`config.mk`:
```
export PLATFORM = sky130hd
export DESIGN_NAME = rtcs_regs
export DESIGN_NICKNAME = d
export VERILOG_FILES = /design/src/rtl/rtcs_regs.v
export VERILOG_INCLUDE_DIRS = /design/src /design/src/pkg
export SDC_FILE = /design/constraint.sdc
export NUM_CORES = 1
export LEC_CHECK = 0
export BUFFER_PORTS_ARGS = -buffer_cell sky130_fd_sc_hd__buf_2
export CAP_MARGIN = 0
export CORE_ASPECT_RATIO = 1.1
export CORE_MARGIN = 3
export CORE_UTILIZATION = 32
export DETAILED_ROUTE_END_ITERATION = 8
export SLEW_MARGIN = 10
export SYNTH_ARGS = -nofsm -noshare
export SYNTH_HDL_FRONTEND = slang
export SYNTH_SLANG_ARGS = --single-unit
```
`constraint.sdc`:
```
create_clock -name ref_clk -period 3.2 [get_ports ref_clk]
set_input_delay 0.32 -clock ref_clk [delete_from_list [all_inputs] [get_ports ref_clk]]
set_output_delay 0.32 -clock ref_clk [all_outputs]
set_load 0.005 [all_outputs]
```
`src/pkg/rtcs_map.vh`:
```
`ifndef RTCS_MAP_VH
`define RTCS_MAP_VH

// Register offsets
`define RTCS_ADDR_W           8
`define RTCS_OFS_EVT          8'h01
`define RTCS_OFS_PWR          8'h02
`define RTCS_OFS_CLK          8'h0F

// event_flags_and_irq_enables fields
`define RTCS_EVT_TICK         7
`define RTCS_EVT_WDOG         6
`define RTCS_EVT_TAMP         5
`define RTCS_EVT_ALRM         4
`define RTCS_EVT_CDWN         3
`define RTCS_EVT_TIMESTAMP_IRQ_EN         2
`define RTCS_EVT_AIE          1
`define RTCS_EVT_CDIE         0

// power_and_battery_control fields
`define RTCS_PWR_MODE_HI      7
`define RTCS_PWR_MODE_LO      5
`define RTCS_PWR_CAPEN        4
`define RTCS_PWR_SWF          3
`define RTCS_PWR_BLF          2
`define RTCS_PWR_SWIE         1
`define RTCS_PWR_BATTERY_LOW_IRQ_EN         0
`define RTCS_PWR_RESET        8'h00

// clock_output_control fields
`define RTCS_CLK_RATE_HI      7
`define RTCS_CLK_RATE_LO      6
`define RTCS_CLK_REFRESH      5
`define RTCS_CLK_FSEL_HI      2
`define RTCS_CLK_FSEL_LO      0
`define RTCS_RATE_RESET       2'h0
`define RTCS_FSEL_RESET       3'h0
`define RTCS_FSEL_1HZ         3'h6
`define RTCS_FSEL_OFF         3'h7

// Timing
`define RTCS_CLK_HZ           25000000
`define RTCS_SQW_BASE_HZ      65536
`define RTCS_MEAS_4MIN_S      240
`define RTCS_MEAS_2MIN_S      120
`define RTCS_MEAS_1MIN_S      60
`define RTCS_MEAS_30S_S       30
`define RTCS_REFRESH_MS       100
`define RTCS_REFRESH_CYC      ((`RTCS_CLK_HZ / 1000) * `RTCS_REFRESH_MS)

`endif

```
`src/rtl/rtcs_regs.v`:
```
`timescale 1ns/1ps
`default_nettype none
`include "rtcs_map.vh"

module rtcs_regs #(
  parameter integer CLK_HZ      = `RTCS_CLK_HZ,
  parameter integer REFRESH_CYC = `RTCS_REFRESH_CYC,
  parameter integer DUTY_W      = 8
) (
  input  wire                      ref_clk,
  input  wire                      reset_n,
  input  wire [`RTCS_ADDR_W-1:0]   reg_addr,
  input  wire [7:0]                reg_wdata,
  input  wire                      reg_wr,
  input  wire                      reg_rd,
  output reg  [7:0]                reg_rdata_q,
  input  wire                      tick_event,
  input  wire                      tick_irq_en,
  input  wire                      watchdog_event,
  input  wire                      watchdog_irq_en,
  input  wire                      tamper_event_pin_n,
  input  wire                      alarm_match,
  input  wire                      countdown_expired,
  input  wire                      switchover_event,
  input  wire                      battery_low,
  input  wire [DUTY_W-1:0]         comp_duty,
  output reg                       irq_q,
  output reg                       switchover_capture_q,
  output reg  [2:0]                power_mgmt_mode_q,
  output reg                       temp_meas_q,
  output reg                       cap_select_q,
  output reg                       calib_refresh_busy_q,
  output reg                       square_wave_pin_o_q,
  output reg                       square_wave_pin_oe_q
);

  localparam [31:0] CLK_HZ_W     = CLK_HZ;
  localparam [31:0] SEC_LAST     = CLK_HZ_W - 32'h00000001;
  localparam [31:0] REF_LAST     = REFRESH_CYC - 1;
  localparam [31:0] SQW_STEP     = `RTCS_SQW_BASE_HZ;
  localparam [31:0] MEAS4M_LAST  = `RTCS_MEAS_4MIN_S - 1;
  localparam [31:0] MEAS2M_LAST  = `RTCS_MEAS_2MIN_S - 1;
  localparam [31:0] MEAS1M_LAST  = `RTCS_MEAS_1MIN_S - 1;
  localparam [31:0] MEAS30S_LAST = `RTCS_MEAS_30S_S - 1;

  // Address decode shared by the write strobes and the read mux
  function addr_hit;
    input [`RTCS_ADDR_W-1:0] addr;
    input [`RTCS_ADDR_W-1:0] ofs;
    begin
      addr_hit = (addr == ofs);
    end
  endfunction

  wire wr_evt = reg_wr && addr_hit(reg_addr, `RTCS_OFS_EVT);
  wire wr_pwr = reg_wr && addr_hit(reg_addr, `RTCS_OFS_PWR);
  wire wr_clk = reg_wr && addr_hit(reg_addr, `RTCS_OFS_CLK);

  // Sticky flag update: a new event wins over a write-zero clear
  function sticky;
    input cur;
    input set;
    input wr;
    input wbit;
    begin
      sticky = set | (cur & ~(wr & ~wbit));
    end
  endfunction

  reg        tick_flag_q;
  reg        watchdog_flag_q;
  reg        tamper_flag_q;
  reg        alarm_flag_q;
  reg        countdown_flag_q;
  reg        timestamp_irq_en_q;
  reg        alarm_irq_en_q;
  reg        countdown_irq_en_q;
  reg        switchover_capture_en_q;
  reg        switchover_flag_q;
  reg        battery_low_flag_q;
  reg        switchover_irq_en_q;
  reg        battery_low_irq_en_q;
  reg [1:0]  temp_meas_rate_q;
  reg        calib_refresh_q;
  reg [2:0]  out_freq_sel_q;
  reg        tamper_pin_prev_q;

  wire tamper_fall = tamper_pin_prev_q & ~tamper_event_pin_n;

  always @(posedge ref_clk or negedge reset_n) begin
    if (!reset_n) begin
      tick_flag_q             <= 1'b0;
      watchdog_flag_q         <= 1'b0;
      tamper_flag_q           <= 1'b0;
      alarm_flag_q            <= 1'b0;
      countdown_flag_q        <= 1'b0;
      timestamp_irq_en_q      <= 1'b0;
      alarm_irq_en_q          <= 1'b0;
      countdown_irq_en_q      <= 1'b0;
      power_mgmt_mode_q       <= 3'h0;
      switchover_capture_en_q <= 1'b0;
      switchover_flag_q       <= 1'b0;
      battery_low_flag_q      <= 1'b0;
      switchover_irq_en_q     <= 1'b0;
      battery_low_irq_en_q    <= 1'b0;
      temp_meas_rate_q        <= `RTCS_RATE_RESET;
      out_freq_sel_q          <= `RTCS_FSEL_RESET;
      tamper_pin_prev_q       <= 1'b1;
    end else begin
      tamper_pin_prev_q <= tamper_event_pin_n;
      tick_flag_q <= sticky(tick_flag_q, tick_event, wr_evt,
                            reg_wdata[`RTCS_EVT_TICK]);
      watchdog_flag_q <= watchdog_flag_q | watchdog_event;
      tamper_flag_q <= sticky(tamper_flag_q, tamper_fall, wr_evt,
                              reg_wdata[`RTCS_EVT_TAMP]);
      alarm_flag_q <= sticky(alarm_flag_q, alarm_match, wr_evt,
                             reg_wdata[`RTCS_EVT_ALRM]);
      countdown_flag_q <= sticky(countdown_flag_q, countdown_expired, wr_evt,
                                 reg_wdata[`RTCS_EVT_CDWN]);
      switchover_flag_q <= sticky(switchover_flag_q, switchover_event, wr_pwr,
                                  reg_wdata[`RTCS_PWR_SWF]);
      battery_low_flag_q <= battery_low;
      if (wr_evt) begin
        timestamp_irq_en_q <= reg_wdata[`RTCS_EVT_TIMESTAMP_IRQ_EN];
        alarm_irq_en_q     <= reg_wdata[`RTCS_EVT_AIE];
        countdown_irq_en_q <= reg_wdata[`RTCS_EVT_CDIE];
      end
      if (wr_pwr) begin
        power_mgmt_mode_q       <= reg_wdata[`RTCS_PWR_MODE_HI:`RTCS_PWR_MODE_LO];
        switchover_capture_en_q <= reg_wdata[`RTCS_PWR_CAPEN];
        switchover_irq_en_q     <= reg_wdata[`RTCS_PWR_SWIE];
        battery_low_irq_en_q    <= reg_wdata[`RTCS_PWR_BATTERY_LOW_IRQ_EN];
      end
      if (wr_clk) begin
        temp_meas_rate_q <= reg_wdata[`RTCS_CLK_RATE_HI:`RTCS_CLK_RATE_LO];
        out_freq_sel_q   <= reg_wdata[`RTCS_CLK_FSEL_HI:`RTCS_CLK_FSEL_LO];
      end
    end
  end

  // Refresh bit survives resets, so it has no reset branch
  always @(posedge ref_clk) begin
    if (wr_clk) begin
      calib_refresh_q <= reg_wdata[`RTCS_CLK_REFRESH];
    end
  end

  // Read port: data stand only in the cycle after the strobe
  reg [7:0] rd_mux;
  always @* begin
    rd_mux = 8'h00;
    if (addr_hit(reg_addr, `RTCS_OFS_EVT)) begin
      rd_mux = {tick_flag_q, watchdog_flag_q, tamper_flag_q, alarm_flag_q,
                countdown_flag_q, timestamp_irq_en_q, alarm_irq_en_q,
                countdown_irq_en_q};
    end else if (addr_hit(reg_addr, `RTCS_OFS_PWR)) begin
      rd_mux = {power_mgmt_mode_q, switchover_capture_en_q, switchover_flag_q,
                battery_low_flag_q, switchover_irq_en_q, battery_low_irq_en_q};
    end else if (addr_hit(reg_addr, `RTCS_OFS_CLK)) begin
      rd_mux = {temp_meas_rate_q, calib_refresh_q, 2'b00, out_freq_sel_q};
    end
  end

  always @(posedge ref_clk or negedge reset_n) begin
    if (!reset_n) begin
      reg_rdata_q <= 8'h00;
    end else begin
      reg_rdata_q <= reg_rd ? rd_mux : 8'h00;
    end
  end

  // Interrupt and capture outputs
  always @(posedge ref_clk or negedge reset_n) begin
    if (!reset_n) begin
      irq_q                <= 1'b0;
      switchover_capture_q <= 1'b0;
    end else begin
      irq_q <= (tick_flag_q & tick_irq_en)
             | (watchdog_flag_q & watchdog_irq_en)
             | (tamper_flag_q & timestamp_irq_en_q)
             | (alarm_flag_q & alarm_irq_en_q)
             | (countdown_flag_q & countdown_irq_en_q)
             | (switchover_flag_q & switchover_irq_en_q)
             | (battery_low_flag_q & battery_low_irq_en_q);
      switchover_capture_q <= switchover_event & switchover_capture_en_q;
    end
  end

  // Calibration refresh: a write that takes the bit from zero to one
  reg [31:0] ref_cnt_q;
  wire refresh_go = wr_clk && reg_wdata[`RTCS_CLK_REFRESH] && (calib_refresh_q == 1'b0);
  always @(posedge ref_clk or negedge reset_n) begin
    if (!reset_n) begin
      calib_refresh_busy_q <= 1'b0;
      ref_cnt_q            <= 32'h00000000;
    end else if (refresh_go && !calib_refresh_busy_q) begin
      calib_refresh_busy_q <= 1'b1;
      ref_cnt_q            <= 32'h00000000;
    end else if (calib_refresh_busy_q) begin
      if (ref_cnt_q >= REF_LAST) begin
        calib_refresh_busy_q <= 1'b0;
      end else begin
        ref_cnt_q <= ref_cnt_q + 32'h00000001;
      end
    end
  end

  // One-second enable and temperature measurement scheduler
  reg [31:0] sec_div_q;
  reg        sec_en_q;
  reg [7:0]  meas_sec_q;
  reg        meas_first_q;
  reg [7:0]  meas_last;
  always @* begin
    case (temp_meas_rate_q)
      2'h0:    meas_last = MEAS4M_LAST[7:0];
      2'h1:    meas_last = MEAS2M_LAST[7:0];
      2'h2:    meas_last = MEAS1M_LAST[7:0];
      default: meas_last = MEAS30S_LAST[7:0];
    endcase
  end

  always @(posedge ref_clk or negedge reset_n) begin
    if (!reset_n) begin
      sec_div_q    <= 32'h00000000;
      sec_en_q     <= 1'b0;
      meas_sec_q   <= 8'h00;
      meas_first_q <= 1'b1;
      temp_meas_q  <= 1'b0;
    end else begin
      sec_en_q <= (sec_div_q >= SEC_LAST);
      sec_div_q <= (sec_div_q >= SEC_LAST) ? 32'h00000000 : sec_div_q + 32'h00000001;
      temp_meas_q <= 1'b0;
      if (meas_first_q) begin
        meas_first_q <= 1'b0;
        temp_meas_q  <= 1'b1;
      end else if (sec_en_q) begin
        if (meas_sec_q >= meas_last) begin
          meas_sec_q  <= 8'h00;
          temp_meas_q <= 1'b1;
        end else begin
          meas_sec_q <= meas_sec_q + 8'h01;
        end
      end
    end
  end

  // Load capacitor modulation: duty follows the compensation result
  reg [DUTY_W-1:0] pwm_cnt_q;
  always @(posedge ref_clk or negedge reset_n) begin
    if (!reset_n) begin
      pwm_cnt_q    <= {DUTY_W{1'b0}};
      cap_select_q <= 1'b0;
    end else begin
      pwm_cnt_q    <= pwm_cnt_q + {{(DUTY_W-1){1'b0}}, 1'b1};
      cap_select_q <= (pwm_cnt_q < comp_duty);
    end
  end

  // Square wave: exact-average 65536 Hz steps drive a 16-bit counter
  reg [31:0] sqw_acc_q;
  reg [15:0] sqw_cnt_q;
  reg        sqw_level;
  wire [31:0] sqw_sum  = sqw_acc_q + SQW_STEP;
  wire        sqw_step = (sqw_sum >= CLK_HZ_W);
  always @* begin
    case (out_freq_sel_q)
      3'h0:    sqw_level = sqw_cnt_q[0];
      3'h1:    sqw_level = sqw_cnt_q[1];
      3'h2:    sqw_level = sqw_cnt_q[2];
      3'h3:    sqw_level = sqw_cnt_q[3];
      3'h4:    sqw_level = sqw_cnt_q[4];
      3'h5:    sqw_level = sqw_cnt_q[5];
      3'h6:    sqw_level = sqw_cnt_q[15];
      default: sqw_level = 1'b1;
    endcase
  end

  always @(posedge ref_clk or negedge reset_n) begin
    if (!reset_n) begin
      sqw_acc_q            <= 32'h00000000;
      sqw_cnt_q            <= 16'h0000;
      square_wave_pin_o_q  <= 1'b0;
      square_wave_pin_oe_q <= 1'b0;
    end else begin
      sqw_acc_q <= sqw_step ? (sqw_sum - CLK_HZ_W) : sqw_sum;
      if (sqw_step) begin
        sqw_cnt_q <= sqw_cnt_q + 16'h0001;
      end
      square_wave_pin_o_q <= 1'b0;
      // Open drain: pull low on the low half, release when disabled
      square_wave_pin_oe_q <= (out_freq_sel_q != `RTCS_FSEL_OFF) & ~sqw_level;
    end
  end

endmodule
`default_nettype wire

```
### After elaboration in Yosys (flattened, before gate mapping)

Index checks and enable logic that the tools add are counted.

| cells by class | value |
|---|---|
| equal/unequal tests | 13 |
| reduce and logical (&&, ||, !) cells | 12 |
| multiplexer cells | 18 |
| bitwise operators | 45 |
| magnitude comparators | 5 |
| $add $sub $neg | 7 |

Operator list:

| cell | count |
|---|---|
| 32-bit 2-to-1 mux | 5 |
| 32-bit by 1-bit adder with 32-bit output (second input constant) | 2 |
| 32-bit by 25-bit greater-or-equal comparator with 1-bit output (second input constant) | 2 |
| 8-bit 2-to-1 mux | 5 |
| 32-bit by 17-bit adder with 32-bit output (second input constant) | 1 |
| 32-bit by 22-bit greater-or-equal comparator with 1-bit output (second input constant) | 1 |
| 32-bit by 25-bit subtractor with 32-bit output (second input constant) | 1 |
| 8-bit case mux with 3 select lines | 1 |
| 1-bit bitwise AND | 20 |
| 16-bit by 1-bit adder with 16-bit output (second input constant) | 1 |
| 8-bit by 1-bit adder with 8-bit output (second input constant) | 2 |
| 1-bit NOT | 13 |
| 1-bit bitwise OR | 12 |
| 3-bit equality test (second input constant) | 3 |
| 8-bit by 1-bit equality test with 1-bit output (second input constant) | 1 |
| 8-bit by 2-bit equality test with 1-bit output (second input constant) | 1 |
| 8-bit by 4-bit equality test with 1-bit output (second input constant) | 1 |
| 8-bit greater-or-equal comparator | 1 |
| 8-bit less-than comparator | 1 |
| 1-bit case mux with 7 select lines | 1 |
| 3-bit by 2-bit equality test with 1-bit output (second input constant) | 2 |
| 1-bit logical AND | 6 |
| 1-bit 2-to-1 mux | 6 |
| 2-bit AND reduction | 2 |
| 9 further kinds | 9 |

| word-level totals | value |
|---|---|
| word-level logic and storage cells | 133 |
| flip-flop bits (word level) | 167 |
| output and inout port bits | 18 |

### Logic depth before layout (Yosys ltp)

| depth | value |
|---|---|
| word-level depth | 7 |
| gate-level depth with buffers | 11 |
| mapped depth without buffers | 10 |

### Least setup slack after synthesis

No wires, ideal clock.

| timing | value |
|---|---|
| kind | register -> register |
| start point | reg sqw_acc_q[6] |
| end point | reg sqw_cnt_q[1] |
| data arrival time | 2658 ps |
| path buffers | 1 |
| slack | 417 ps |
| required time | 3075 ps |
| clock period less this slack | 2783 ps |
| cell stages (with the launch flop) | 10 |
| cell sequence | dfrtp_1 > inv_1 > ha_1 > or4b_1 > a31oi_1 > o21ba_2 > o211a_1 > or4_4 > buf_6 > mux2_4 |

| between the ends | value |
|---|---|
| cells in the longest elaborated chain, start to end | 2 |

Ends and longest elaborated chain:

| item | line | source |
|---|---|---|
| from (decl) | rtcs_regs.v:261 | `reg [31:0] sqw_acc_q;` |
| from (signal assigned) | rtcs_regs.v:286 | `sqw_acc_q <= sqw_step ? (sqw_sum - CLK_HZ_W) : sqw_sum;` |
| 32-bit by 17-bit adder with 32-bit output | rtcs_regs.v:264 | `wire [31:0] sqw_sum = sqw_acc_q + SQW_STEP;` |
| 32-bit by 25-bit greater-or-equal comparator with 1-bit output | rtcs_regs.v:265 | `wire sqw_step = (sqw_sum >= CLK_HZ_W);` |
| to (signal assigned) | rtcs_regs.v:288 | `sqw_cnt_q <= sqw_cnt_q + 16'h0001;` |
| to (decl) | rtcs_regs.v:262 | `reg [15:0] sqw_cnt_q;` |

Every way passes these cells.
A chain may end at the register's enable or synchronous reset.

### Final worst setup path

| timing | value |
|---|---|
| start point | reg sqw_acc_q[6] |
| end point | reg sqw_cnt_q[7] |

Same word-level chain as after synthesis.

==> results.cfg <==
[run_status]
status = finished, final reports clean

[setup_path]
slowest_stage = or4_4
crit_path_start = sqw_acc_q[6]
rr_endpoint = sqw_cnt_q[7]
worst-path-buf-inv = 1
rr_startpoint = sqw_acc_q[6]
crit_arrival_ns = 3.31
worstPathCellList = inv_1, ha_1, or4b_1, a31oi_1, o21ba_2, o211a_1, or4_4, nand4_1, nor2_1, xor2_1
path_class = reg -> reg
cpPeakStageDelay_ns = 0.57
crit_path_end_kind = flop
worst-r2r-cell-count = 10
critPathTopFamily = simple AND/OR/NAND/NOR gates
worstPathRequired_ns = 3.50
regToRegSetupSlack_ns = 0.19
crit_fanout = 17
cp-start-kind = flop

[floorplan]
die_h_um = 171
fp.coreArea_um2 = 24000
io_pins = 55
die_area_um2 = 26700
die_w_um = 156
start_util = 0.330
num_rows = 59

[place]
place.gp.congestion = 0.814
port_buffers = 53
placed_area_um2 = 8640
hpwl_um = 10400
dp_cells = 1113

[route]
drtIter0Drc = 374
wl_per_cell_um = 12.9
drt_wl_total_um = 14800
drc = 0
first_pass_iters = 5
vias = 5597
vias_per_cell = 4.88
drtAntennaViolNets = 0

[cells_and_area]
fill_cells = 2331
nets = 890
num_antenna_cells = 0
drive_gt1_frac = 0.167
layout.cells.non_filler = 1148
ff_latch_area_um2 = 4040
syn2layout_area_growth_pct = 16.9
multi_input_comb_area_um2 = 3740
postLayoutCellArea_um2 = 9250

[grt]
grt_max_degree = 57
groute.usage.overall = 0.118
grt_pass1_wl_um = 26300
grt_overflow = 0
grt_pass1_vias = 5509
antenna_found_initial = 0

[power]
p_per_area_nw_per_um2 = 467
power_leakage_nw = 4.15
ir_worst_vdd_v = 0.000283

[sta]
fin_crit_sh = 0.941
slew_headroom = 0.535
timing.final.max_slew_violations = 0
worstMarginPinSlew_ns = 0.691
period_needed_ns = 3.01
hold_viol_final = 0
setup_viol = 0
clock_skew_ns = 0.0131
fmax_ghz = 0.332

[yosys]
yosysSeqAreaShare = 0.510
synth_area_leader_cell = dfrtp_1
netlist_top_cells_area = dfrtp_1, xnor2_1, nor2_1, xor2_1, ha_1
yosysWarnings = 0
synth_ff_type = dfrtp_1
synth_edf_count = 1
async_reset_ff_frac = 0.994
netlist_area_um2 = 7910
syn_inst = 752
synth_cell_types = 72
avgSynthCellArea_um2 = 10.5
synth_top_area_frac = 0.500
yosysMostFrequentCell = dfrtp_1
synthTopCellsByCount = dfrtp_1, nor2_1, xnor2_1
synth_seq_cells = 161

[hold_path]
whs_path_depth = 2
holdPathEnd = countdown_flag_q
hold_start = countdown_expired
hold_class = in -> reg

[clock_tree]
insertion_delay_ns = 0.42
cts_made_buffers = 17
cts_post_setup_buffers_inserted = 0
cts_tree = yes
h-tree-depth = 4
ctsRootBufferMaster = clkbuf_16
clk_path_buf_depth = 2
clock-sinks = 161
clk_pin_slew_ns = 0.07

[run]
drv_cap = 0
-- layout make-up --
cell class                      count  area share
Tap cell                          305      0.0413
Multi-Input combinational cell    553       0.405
Clock inverter                     13      0.0130
Clock buffer                       19      0.0479
Sequential cell                   161       0.436
Timing Repair Buffer               68      0.0450
Inverter                           29      0.0118
-- layout by cell type, fill, tap and decap left out, types with 3 or more instances in the layout --
master | synthesis | final
or2_2 | 5 | 5
a21oi_1 | 18 | 18
nand4_1 | 23 | 23
nand3_1 | 35 | 35
o21ai_0 | 20 | 20
nor3_1 | 17 | 17
a21boi_0 | 7 | 7
ha_1 | 23 | 23
inv_6 | 0 | 4
clkbuf_16 | 0 | 17
buf_4 | 2 | 10
a31oi_1 | 4 | 4
buf_2 | 2 | 52
dlygate4sd3_1 | 0 | 3
xor2_1 | 35 | 35
and2_1 | 4 | 4
and4_1 | 5 | 5
nand2_1 | 55 | 55
inv_1 | 29 | 29
o21a_1 | 3 | 3
mux2_2 | 14 | 14
a22oi_1 | 10 | 10
nor4b_1 | 4 | 3
a21o_1 | 14 | 14
conb_1 | 1 | 9
inv_8 | 0 | 3
nor4_1 | 10 | 9
nand3b_1 | 5 | 5
mux2i_1 | 3 | 3
nor2b_1 | 18 | 18
nand2b_1 | 12 | 12
xnor2_1 | 58 | 58
and3_1 | 8 | 8
or3_1 | 9 | 9
nor2_1 | 82 | 82
dfrtp_1 | 158 | 158
-- flip-flops by register name (all words and copies together) (netlist names), 2 cells and up --
name               flops
ref_cnt_q             32
sec_div_q             32
sqw_acc_q             26
sqw_cnt_q             16
meas_sec_q             8
pwm_cnt_q              8
reg_rdata_q            8
out_freq_sel_q         3
power_mgmt_mode_q      3
temp_meas_rate_q       2
-- logic make-up (layout without fill, tap and decap cells) --
kind of cell / Yosys count / count (layout) / synth area share
adder cells (fa/ha/maj): 23 / 23 / 0.0364
XOR/XNOR: 93 / 93 / 0.103
other: 1 / 9 / 0.000474
flip-flops: 161 / 161 / 0.510
AO/OA/AOI/OAI: 98 / 98 / 0.0873
AND/OR/NAND/NOR: 310 / 310 / 0.208
buffers and inverters: 46 / 129 / 0.0240
multiplexers: 20 / 20 / 0.0304
-- layer usage --
metal	share of wire	wire length [um]	GRT usage
met4	0.012	174	0.0369
met2	0.48	7100	0.192
met3	0.029	431	0.0248
met5	0	0	0
met1	0.48	7090	0.159
-- through the flow --
| step | setup slack [ns] | total power, mW | setup TNS, ns | utilization | hold slack [ns] |
|---|---|---|---|---|---|
| after floorplan | 0.417 | 2.32 | 0 | - | 0.0244 |
| after global placement | 0.209 | 2.43 | 0 | 0.360 | 0.297 |
| after detailed placement | 0.174 | 2.43 | 0 | 0.360 | 0.295 |
| after CTS | 0.152 | 4.39 | 0 | 0.385 | 0.0707 |
| after global routing | -0.00180 | 4.53 | -0.00180 | 0.386 | 0.0706 |
| final | 0.189 | 4.32 | 0 | 0.386 | 0.0885 |
-- repair_timing --
action	4_1_cts	5_1_grt
gates resized for setup	0	3
endpoints found under the setup margin	0	3
hold buffers	3	0
endpoints found under the hold margin	47	0
-- worst max path at each step --
stage,cells after the start,slack [ns],to
floorplan,9,0.42,sqw_cnt_q[1]
detailed placement,9,0.17,sqw_cnt_q[7]
finish,10,0.19,sqw_cnt_q[7]
CTS,9,0.15,sqw_cnt_q[7]
global placement,10,0.21,sqw_cnt_q[7]
global route,9,-0.002,sqw_cnt_q[5]
-- power by group --
group | total, mW | internal [mW] | switching [mW]
clock network | 1.92 | 1.05 | 0.879
registers | 2.15 | 2.09 | 0.0584
logic | 0.240 | 0.114 | 0.126
total | 4.32 | 3.25 | 1.06
No activity file was read; power rests on OpenSTA's default activity.
